### config.mk
export PLATFORM = sky130hd
export DESIGN_NAME = dll_mode_switch_sequencer_flat
export DESIGN_NICKNAME = d
export VERILOG_FILES = /design/src/logic/dll_switch_pkg.sv /design/src/logic/ddr_cmd_if.sv /design/src/logic/dll_mode_switch_sequencer.sv /design/src/flat_wrapper.sv
export SDC_FILE = /design/constraint.sdc
export NUM_CORES = 1
export LEC_CHECK = 0
export CORE_MARGIN = 2
export CORE_UTILIZATION = 40
export CTS_CLUSTER_SIZE = 30
export DETAILED_ROUTE_END_ITERATION = 12
export DONT_BUFFER_PORTS = 1
export GPL_ROUTABILITY_DRIVEN = 1
export SYNTH_ARGS = -nofsm -noshare
export SYNTH_HDL_FRONTEND = slang
export SYNTH_SLANG_ARGS = --single-unit
### constraint.sdc
create_clock -name clock_i -period 3.3 [get_ports clock_i]
set_clock_uncertainty 0.15 [all_clocks]
set_input_delay 0.165 -clock clock_i [delete_from_list [all_inputs] [get_ports clock_i]]
set_output_delay 0.165 -clock clock_i [all_outputs]
set_load 0.02 [all_outputs]
### src/logic/dll_switch_pkg.sv
// Shared constants for the DLL on/off switching sequencer and its memory-side end.
// Notes on behaviour
// [RQ1] Mode register one bit 0 set disables DLL.
// [RQ2] Controller starts idle, precharged, termination off.
// [RQ3] Wait update delay, self refresh, clock hold.
// [RQ4] Stable new clock before self refresh exit.
// [RQ5] DLL-off: CKE high until update delays elapse.
// [RQ6] DLL-off: ODT low until update delays elapse.
// [RQ7] DLL-off: exit delay, then rewrite mode registers.
// [RQ8] After last write, update delay, then ready.
// [RQ9] DLL-on: idle, termination off, clock hold.
// [RQ10] DLL-on: CKE high until lock time elapses.
// [RQ11] DLL-on: ODT low until lock time elapses.
// [RQ12] DLL-on: exit delay, then clear bit 0.
// [RQ13] Spacing, then zero-register bit 8 resets DLL.
// [RQ14] Spacing after reset, then rewrite other registers.
// [RQ15] No locked-DLL command before lock time.
// [RQ16] Long calibration adds its own wait.
// [RQ17] Cycle delays count real clock edges.
// [RQ18] Nanosecond delays round up to cycles.
// [RQ19] Deselect cycles issue no new command.
// [RQ20] DLL off forces latencies of six.
// [RQ21] Waits carry only no-operation cycles.
package dll_switch_pkg;
  localparam int unsigned CLK_PERIOD_PS   = 8000;
  localparam int unsigned CNT_W           = 10;
  // Delays given in nanoseconds, converted by rounding up.
  localparam int unsigned CKSRE_NS        = 10;
  localparam int unsigned CKSRX_NS        = 10;
  localparam int unsigned XS_NS           = 120;
  localparam int unsigned MOD_NS          = 15;
  localparam int unsigned CKSRE_CYC = (CKSRE_NS * 1000 + CLK_PERIOD_PS - 1) / CLK_PERIOD_PS; // [RQ18]
  localparam int unsigned CKSRX_CYC = (CKSRX_NS * 1000 + CLK_PERIOD_PS - 1) / CLK_PERIOD_PS; // [RQ18]
  localparam int unsigned XS_CYC    = (XS_NS * 1000 + CLK_PERIOD_PS - 1) / CLK_PERIOD_PS;    // [RQ18]
  localparam int unsigned MOD_NS_CYC = (MOD_NS * 1000 + CLK_PERIOD_PS - 1) / CLK_PERIOD_PS;
  // Delays given in clock cycles.
  localparam int unsigned MOD_MIN_CYC     = 12;
  localparam int unsigned MOD_CYC   = (MOD_MIN_CYC > MOD_NS_CYC) ? MOD_MIN_CYC : MOD_NS_CYC;
  localparam int unsigned MRD_CYC         = 4;
  localparam int unsigned DLLK_CYC        = 512;
  localparam int unsigned ZQOPER_CYC      = 256;
  // Link widths and mode register fields.
  localparam int unsigned BA_W            = 3;
  localparam int unsigned ADDR_W          = 14;
  localparam logic [2:0]  BA_MR0          = 3'h0;
  localparam logic [2:0]  BA_MR1          = 3'h1;
  localparam logic [2:0]  BA_MR2          = 3'h2;
  localparam int unsigned MR1_DLL_OFF_BIT = 0;
  localparam int unsigned MR0_DLL_RST_BIT = 8;
  localparam int unsigned MR0_CL_LSB      = 4;
  localparam int unsigned MR2_CWL_LSB     = 3;
  localparam int unsigned LAT_W           = 3;
  localparam int unsigned ZQ_LONG_BIT     = 10;
  localparam logic [3:0]  CL_BASE         = 4'h4;
  localparam logic [3:0]  CWL_BASE        = 4'h5;
  localparam logic [3:0]  DLL_OFF_LAT     = 4'h6;
  localparam logic [2:0]  CL6_CODE        = 3'h2;
  localparam logic [2:0]  CWL6_CODE       = 3'h1;
  // Command encodings on cs_n, ras_n, cas_n, we_n.
  localparam logic [3:0]  CMD_NOP         = 4'h7;
  localparam logic [3:0]  CMD_MRS         = 4'h0;
  localparam logic [3:0]  CMD_REF         = 4'h1;
  localparam logic [3:0]  CMD_ZQ          = 4'h6;
endpackage

### src/logic/ddr_cmd_if.sv
// Command link between the memory controller end and the memory device end.
`timescale 1ns/1ps
interface ddr_cmd_if;
  import dll_switch_pkg::*;
  logic              cke;
  logic              cs_n;
  logic              ras_n;
  logic              cas_n;
  logic              we_n;
  logic [BA_W-1:0]   ba;
  logic [ADDR_W-1:0] addr;
  logic              odt;
  modport ctrl (output cke, cs_n, ras_n, cas_n, we_n, ba, addr, odt);
  modport dram (input cke, cs_n, ras_n, cas_n, we_n, ba, addr, odt);
endinterface

### src/logic/dll_mode_switch_sequencer.sv
// Controller end: drives the DLL on/off switch through self refresh.
`timescale 1ns/1ps
module dll_mode_switch_sequencer
  import dll_switch_pkg::*;
#(
  parameter int unsigned MOD_P    = MOD_CYC,
  parameter int unsigned MRD_P    = MRD_CYC,
  parameter int unsigned CKSRE_P  = CKSRE_CYC,
  parameter int unsigned CKSRX_P  = CKSRX_CYC,
  parameter int unsigned XS_P     = XS_CYC,
  parameter int unsigned DLLK_P   = DLLK_CYC,
  parameter int unsigned ZQOPER_P = ZQOPER_CYC
)(
  input  wire logic             clock_i,
  input  wire logic             rst_n_i,
  input  wire logic             start_i,
  input  wire logic             to_dll_off_i,
  input  wire logic             zq_long_i,
  input  wire logic [LAT_W-1:0] cl_code_i,
  input  wire logic [LAT_W-1:0] cwl_code_i,
  input  wire logic             odt_i,
  output logic                  busy_o,
  output logic                  done_o,
  output logic                  freq_change_o,
  ddr_cmd_if.ctrl               link
);

  typedef enum logic [10:0] {
    S_IDLE  = 11'h001,
    S_MR1   = 11'h002,
    S_SRE   = 11'h004,
    S_FREQ  = 11'h008,
    S_SRX   = 11'h010,
    S_MR1ON = 11'h020,
    S_MR0   = 11'h040,
    S_MR2   = 11'h080,
    S_ZQ    = 11'h100,
    S_FIN   = 11'h200,
    S_DONE  = 11'h400
  } state_t;

  state_t              state_q, state_d;
  logic [CNT_W-1:0]    cnt_q, cnt_d;
  logic [CNT_W-1:0]    lock_q, lock_d;
  logic                off_q, off_d;
  logic                zq_q, zq_d;
  logic [LAT_W-1:0]    cl_q, cl_d;
  logic [LAT_W-1:0]    cwl_q, cwl_d;
  logic                first_q, first_d;
  logic                cke_q, cke_d;
  logic [3:0]          cmd_q, cmd_d;
  logic [BA_W-1:0]     ba_q, ba_d;
  logic [ADDR_W-1:0]   addr_q, addr_d;
  logic                odt_q, odt_d;
  logic                busy_q, busy_d;
  logic                done_q, done_d;
  logic                freq_q, freq_d;

  // Wait length that follows the command issued on entry to each state.
  function automatic logic [CNT_W-1:0] wait_of(input state_t s);
    logic [CNT_W-1:0] w;
    w = CNT_W'(1);
    case (s)
      S_MR1:   w = CNT_W'(MOD_P);                   // [RQ3]
      S_SRE:   w = CNT_W'(CKSRE_P);                 // [RQ3] [RQ9]
      S_FREQ:  w = CNT_W'(CKSRX_P);                 // [RQ4]
      S_SRX:   w = CNT_W'(XS_P);                    // [RQ7] [RQ12]
      S_MR1ON: w = CNT_W'(MRD_P);                   // [RQ13]
      S_MR0:   w = CNT_W'(MRD_P);                   // [RQ14] [RQ17]
      S_MR2:   w = CNT_W'(MOD_P);                   // [RQ8] [RQ14]
      S_ZQ:    w = CNT_W'(ZQOPER_P);                // [RQ16]
      default: w = CNT_W'(1);
    endcase
    return w;
  endfunction

  // Sequence state, wait counters and the registered command bus.
  always_comb
  begin
    state_d = state_q;
    cnt_d   = cnt_q;
    lock_d  = (lock_q != '0) ? lock_q - CNT_W'(1) : lock_q; // [RQ17]
    off_d   = off_q;
    zq_d    = zq_q;
    cl_d    = cl_q;
    cwl_d   = cwl_q;
    first_d = 1'b0;
    cke_d   = cke_q;
    cmd_d   = CMD_NOP;                              // [RQ21]
    ba_d    = '0;
    addr_d  = '0;
    odt_d   = 1'b0;                                 // [RQ6] [RQ11]
    busy_d  = busy_q;
    done_d  = 1'b0;
    freq_d  = 1'b0;
    if (first_q)
    begin
      cnt_d = wait_of(state_q) - CNT_W'(1);
    end
    else if (cnt_q != '0)
    begin
      cnt_d = cnt_q - CNT_W'(1);
    end
    case (state_q)
      S_IDLE:
      begin
        odt_d = odt_i;
        cke_d = 1'b1;
        if (start_i)
        begin
          // Caller starts only from idle with banks precharged.
          off_d   = to_dll_off_i;                   // [RQ2] [RQ9]
          zq_d    = zq_long_i;
          cl_d    = to_dll_off_i ? CL6_CODE : cl_code_i;
          cwl_d   = to_dll_off_i ? CWL6_CODE : cwl_code_i;
          busy_d  = 1'b1;
          odt_d   = 1'b0;                           // [RQ2] [RQ9]
          first_d = 1'b1;
          state_d = to_dll_off_i ? S_MR1 : S_SRE;
          if (to_dll_off_i)
          begin
            cmd_d  = CMD_MRS;
            ba_d   = BA_MR1;
            addr_d = ADDR_W'(1) << MR1_DLL_OFF_BIT;  // [RQ1]
          end
          else
          begin
            cmd_d = CMD_REF;
            cke_d = 1'b0;
          end
        end
      end
      S_MR1:
      begin
        if (!first_q && cnt_q == '0)
        begin
          cmd_d   = CMD_REF;                        // [RQ3]
          cke_d   = 1'b0;
          first_d = 1'b1;
          state_d = S_SRE;
        end
      end
      S_SRE:
      begin
        if (!first_q && cnt_q == '0)
        begin
          freq_d  = 1'b1;
          first_d = 1'b1;
          state_d = S_FREQ;
        end
      end
      S_FREQ:
      begin
        freq_d = 1'b1;
        if (!first_q && cnt_q == '0)
        begin
          freq_d  = 1'b0;
          cke_d   = 1'b1;                           // [RQ5] [RQ10]
          first_d = 1'b1;
          state_d = S_SRX;
        end
      end
      S_SRX:
      begin
        if (!first_q && cnt_q == '0)
        begin
          cmd_d   = CMD_MRS;
          first_d = 1'b1;
          if (off_q)
          begin
            ba_d    = BA_MR0;                       // [RQ7]
            addr_d  = ADDR_W'(cl_q) << MR0_CL_LSB;
            state_d = S_MR0;
          end
          else
          begin
            ba_d    = BA_MR1;                       // [RQ12]
            state_d = S_MR1ON;
          end
        end
      end
      S_MR1ON:
      begin
        if (!first_q && cnt_q == '0)
        begin
          cmd_d   = CMD_MRS;
          ba_d    = BA_MR0;
          addr_d  = (ADDR_W'(cl_q) << MR0_CL_LSB)
                  | (ADDR_W'(1) << MR0_DLL_RST_BIT); // [RQ13]
          lock_d  = CNT_W'(DLLK_P);                 // [RQ10] [RQ15]
          first_d = 1'b1;
          state_d = S_MR0;
        end
      end
      S_MR0:
      begin
        if (!first_q && cnt_q == '0)
        begin
          cmd_d   = CMD_MRS;                        // [RQ14]
          ba_d    = BA_MR2;
          addr_d  = ADDR_W'(cwl_q) << MR2_CWL_LSB;
          first_d = 1'b1;
          state_d = S_MR2;
        end
      end
      S_MR2:
      begin
        if (!first_q && cnt_q == '0)
        begin
          first_d = 1'b1;
          state_d = S_FIN;
          if (zq_q)
          begin
            cmd_d   = CMD_ZQ;                       // [RQ7] [RQ14]
            addr_d  = ADDR_W'(1) << ZQ_LONG_BIT;
            state_d = S_ZQ;
          end
        end
      end
      S_ZQ:
      begin
        if (!first_q && cnt_q == '0)
        begin
          first_d = 1'b1;
          state_d = S_FIN;
        end
      end
      S_FIN:
      begin
        // Hold ODT low and CKE high until the DLL has relocked.
        if (!first_q && cnt_q == '0 && lock_q == '0) // [RQ15]
        begin
          done_d  = 1'b1;
          busy_d  = 1'b0;
          state_d = S_DONE;
        end
      end
      S_DONE:
      begin
        odt_d   = odt_i;
        state_d = S_IDLE;
      end
      default:
      begin
        state_d = S_IDLE;
        busy_d  = 1'b0;
      end
    endcase
  end

  // Register stage; every link and user output comes from here.
  always_ff @(posedge clock_i)
  begin
    if (!rst_n_i)
    begin
      state_q <= S_IDLE;
      cnt_q   <= '0;
      lock_q  <= '0;
      off_q   <= 1'b0;
      zq_q    <= 1'b0;
      cl_q    <= '0;
      cwl_q   <= '0;
      first_q <= 1'b0;
      cke_q   <= 1'b0;
      cmd_q   <= CMD_NOP;
      ba_q    <= '0;
      addr_q  <= '0;
      odt_q   <= 1'b0;
      busy_q  <= 1'b0;
      done_q  <= 1'b0;
      freq_q  <= 1'b0;
    end
    else
    begin
      state_q <= state_d;
      cnt_q   <= cnt_d;
      lock_q  <= lock_d;
      off_q   <= off_d;
      zq_q    <= zq_d;
      cl_q    <= cl_d;
      cwl_q   <= cwl_d;
      first_q <= first_d;
      cke_q   <= cke_d;
      cmd_q   <= cmd_d;
      ba_q    <= ba_d;
      addr_q  <= addr_d;
      odt_q   <= odt_d;
      busy_q  <= busy_d;
      done_q  <= done_d;
      freq_q  <= freq_d;
    end
  end

  // Drive the link from the registered command.
  assign link.cke   = cke_q;
  assign link.cs_n  = cmd_q[3];
  assign link.ras_n = cmd_q[2];
  assign link.cas_n = cmd_q[1];
  assign link.we_n  = cmd_q[0];
  assign link.ba    = ba_q;
  assign link.addr  = addr_q;
  assign link.odt   = odt_q;
  assign busy_o        = busy_q;
  assign done_o        = done_q;
  assign freq_change_o = freq_q;

endmodule // dll_mode_switch_sequencer

### src/flat_wrapper.sv
// flat-port wrapper written by rule: the top's interface ports become plain ports
module dll_mode_switch_sequencer_flat import dll_switch_pkg::*;
#(
  parameter int unsigned MOD_P    = MOD_CYC,
  parameter int unsigned MRD_P    = MRD_CYC,
  parameter int unsigned CKSRE_P  = CKSRE_CYC,
  parameter int unsigned CKSRX_P  = CKSRX_CYC,
  parameter int unsigned XS_P     = XS_CYC,
  parameter int unsigned DLLK_P   = DLLK_CYC,
  parameter int unsigned ZQOPER_P = ZQOPER_CYC
)
  (clock_i, rst_n_i, start_i, to_dll_off_i, zq_long_i, cl_code_i, cwl_code_i, odt_i, busy_o, done_o, freq_change_o, link_cke, link_cs_n, link_ras_n, link_cas_n, link_we_n, link_ba, link_addr, link_odt);
  ddr_cmd_if link_i ();
  input  wire logic clock_i;
  input  wire logic rst_n_i;
  input  wire logic start_i;
  input  wire logic to_dll_off_i;
  input  wire logic zq_long_i;
  input  wire logic [LAT_W-1:0] cl_code_i;
  input  wire logic [LAT_W-1:0] cwl_code_i;
  input  wire logic odt_i;
  output logic busy_o;
  output logic done_o;
  output logic freq_change_o;
  output wire logic [$bits(link_i.cke)-1:0] link_cke;
  output wire logic [$bits(link_i.cs_n)-1:0] link_cs_n;
  output wire logic [$bits(link_i.ras_n)-1:0] link_ras_n;
  output wire logic [$bits(link_i.cas_n)-1:0] link_cas_n;
  output wire logic [$bits(link_i.we_n)-1:0] link_we_n;
  output wire logic [$bits(link_i.ba)-1:0] link_ba;
  output wire logic [$bits(link_i.addr)-1:0] link_addr;
  output wire logic [$bits(link_i.odt)-1:0] link_odt;
  assign link_cke = link_i.cke;
  assign link_cs_n = link_i.cs_n;
  assign link_ras_n = link_i.ras_n;
  assign link_cas_n = link_i.cas_n;
  assign link_we_n = link_i.we_n;
  assign link_ba = link_i.ba;
  assign link_addr = link_i.addr;
  assign link_odt = link_i.odt;
  dll_mode_switch_sequencer #(.MOD_P(MOD_P), .MRD_P(MRD_P), .CKSRE_P(CKSRE_P), .CKSRX_P(CKSRX_P), .XS_P(XS_P), .DLLK_P(DLLK_P), .ZQOPER_P(ZQOPER_P)) u_core (.clock_i(clock_i), .rst_n_i(rst_n_i), .start_i(start_i), .to_dll_off_i(to_dll_off_i), .zq_long_i(zq_long_i), .cl_code_i(cl_code_i), .cwl_code_i(cwl_code_i), .odt_i(odt_i), .busy_o(busy_o), .done_o(done_o), .freq_change_o(freq_change_o), .link(link_i));
endmodule
==> metrics.yaml <==
outcome:
  outcome: "completed"
synth:
  synth_edf_count: 0
  yosysSeqAreaShare_pct: 39.6
  yosys-top-cells-count: "56 x dfxtp_1, 38 x nor2_1, 31 x nand2_1, 29 x a21oi_1, 23 x nor3_1"
  synth_mux_area_share_pct: 1.46
  syn-cell-area_um2: 2830
  yosysWarnings: 0
  synth_top_flop_cell: "dfxtp_1"
  synth_cell_types: 64
  yosys.area_share.simple_pct: 30.6
  synth_top_family_by_area: "simple AND/OR/NAND/NOR gates"
  syn_avg_cell_area_um2: 8.23
  synth-seq-cells: 56
  synth.area.top_cells: "dfxtp_1 40%, a21oi_1 5.1%, nor2_1 5.0%, nand2_1 4.1%, nor3_1 4.1%"
  synth-adder-area-share_pct: 0.884
  synthXorXnorAreaFrac_pct: 3.40
  synth_most_common_cell: "dfxtp_1"
  synth-compound-area-share_pct: 18.0
  synth_cells: 344
  synth_top_area_share_pct: 39.6
  async_flop_share_pct: 0
  yosysTopAreaCell: "dfxtp_1"
floorplan:
  core_area_um2: 6830
  start_util_pct: 41.4
  boundaryPins: 38
  die_width_um: 88.1
  dieArea_um2: 7770
  die_y_um: 88.1
  num_rows: 30
global_routing:
  antenna_found_initial: 0
  grt_max_degree: 26
  gr-usage-all-layers_pct: 18.3
  grt_pass1_vias: 2231
  overflow: 0
  grt_pass1_wl_mm: 11.3
detailed_routing:
  ant_nets: 0
  wire_per_inst_um: 14.9
  drt_wl_total_mm: 6.79
  initialDrtViolationCount: 166
  first_pass_iters: 4
  drc_errors: 0
  vias: 2485
  vias_per_cell: 5.45
timing:
  worst_pin_slew_ns: 0.797
  finalCriticalPeriod_ns: 3.08
  tns_ns: 0
  slew_viol_final: 0
  setup_violations: 0
  rsz0062_at_grt: "false"
  max_slew_margin_pct: 46.8
  timing.fmax_mhz: 324
  finalCritPeriodShare_pct: 93.4
  finalHoldViolations: 0
cts:
  htreeDepth: 2
  clkSinkCount: 56
  cts_tree: "yes"
  ctsResizeCount: 0
  clock_path_buffers: 2
  cts_buffers: 5
  clk_latency_ns: 0.30
  clkTransAtPathRegs_ns: 0.10
  cts-root-buf: "clkbuf_8"
worst_setup_path:
  ff2ff_path_depth: 7
  critPathLaunchType: "flip-flop"
  crit_path_end_kind: "flip-flop"
  crit_type: "reg -> reg"
  critPathArrivalTime_ns: 3.09
  critPathRequiredTime_ns: 3.31
  path_max_fanout: 12
cells_and_area:
  drive_above_1_share_pct: 8.06
  final_cells: 456
  design_area_um2: 3190
  final_util_pct: 46.7
  area_growth_pct: 12.6
  final_nets: 374
  antennaDiodeCount: 0
job:
  drv_cap: 0
min_path:
  holdPathStages: 3
  hold_class: "in -> reg"
pwr:
  powerDensity_nw_per_um2: 737
  p_leak_nw: 1.18
  vdd_drop_max_v: 0.000257
placed_design:
  gp_congestion: 0.894
  dpl.hpwl_mm: 4.82
  placed_cells: 432
  place_area_um2: 2890
  port_buffers: 0
-- registers in the layout (all words and copies together), names as in the netlist --
register / flops
u_core.cl_q: 3
u_core.link.cke: 1
u_core.lock_q: 10
u_core.busy_o: 1
u_core.cnt_q: 10
u_core.link.ba: 2
u_core.cwl_q: 3
u_core.link.addr: 7
u_core.link.odt: 1
u_core.first_q: 1
u_core.cmd_q: 2
u_core.done_o: 1
u_core.off_q: 1
u_core.state_q: 11
u_core.freq_change_o: 1
u_core.zq_q: 1
-- where the power goes --
group / internal [W] / total, W / switching, W / leakage, nW
Sequential: 0.000796 / 0.000909 / 0.000113 / 0.458
Clock: 0.000299 / 0.000513 / 0.000214 / 0.0642
Combinational: 0.000380 / 0.000928 / 0.000548 / 0.658
Total: 0.00147 / 0.00235 / 0.000875 / 1.18
-- critical path, stage by stage (launching register included) --
cell and delay [ns]:
dfxtp_1 0.46, or3_4 0.45, or4_4 0.53, nor2_1 0.21, nand2_1 0.26, nor3_1 0.23, dlygate4sd3_1 0.60, nor3_1 0.05
-- cell type report --
cell class / count / area, um^2
multi-input combinational: 267 / 1570
timing repair buffer: 24 / 223
sequential: 56 / 1120
tap: 96 / 120
clock inverter: 2 / 60.1
inverter: 6 / 22.5
fill: 686 / 3640
clock buffer: 5 / 68.8
-- cells by family (layout without fill, tap and decap cells) --
| group | after synthesis | after routing |
|---|---|---|
| AND/OR/NAND/NOR | 161 | 161 |
| AO/OA/AOI/OAI | 80 | 80 |
| flip-flops | 56 | 56 |
| buffers and inverters | 29 | 37 |
| XOR/XNOR | 11 | 11 |
| multiplexers | 4 | 4 |
| adder cells (fa/ha/maj) | 2 | 2 |
| other | 1 | 9 |
-- cell usage in the layout, fill, tap and decap left out, types with 7 or more instances in the layout --
| cell | netlist | routed |
|---|---|---|
| dfxtp_1 | 56 | 56 |
| nor2_1 | 38 | 38 |
| nand2_1 | 31 | 31 |
| a21oi_1 | 29 | 29 |
| nor3_1 | 23 | 23 |
| o21ai_0 | 18 | 18 |
| dlygate4sd3_1 | 0 | 17 |
| nand3_1 | 12 | 12 |
| conb_1 | 1 | 9 |
| nand2b_1 | 8 | 8 |
| buf_4 | 10 | 7 |
-- final timing paths --
kind | startpoint | end | slack [ns]
setup / recovery | u_core.state_q[7] | u_core.cl_q[1] | 0.22
hold / removal | start_i | u_core.state_q[2] | 0.01
setup reg to reg | u_core.state_q[7] | u_core.cl_q[1] | 0.22
hold reg to reg | u_core.cnt_q[9] | u_core.cnt_q[9] | 0.30
-- per-layer routing --
layer	global-route usage, %	share of wire (%)
met1	25.1	48
met2	29.3	46
met3	4.24	4.6
met4	4.55	0.90
met5	0	0
-- per-stage QoR --
stage | setup slack, ns | total power, W | hold WS [ns]
2_1_floorplan | 0.890 | 0.00161 | 0.129
3_3_place_gp | 0.664 | 0.00182 | 0.118
3_5_place_dp | 0.566 | 0.00182 | 0.115
4_1_cts | 0.321 | 0.00236 | 0.00907
5_1_grt | 0.0785 | 0.00253 | 0.0266
6_report | 0.217 | 0.00235 | 0.0147
-- repair_timing --
action / in CTS / in global routing
buffers inserted: 0 / 0
endpoints found under the hold margin: 23 / 0
hold buffers: 17 / 0
Note: power is estimated with default switching activity, not from simulation.
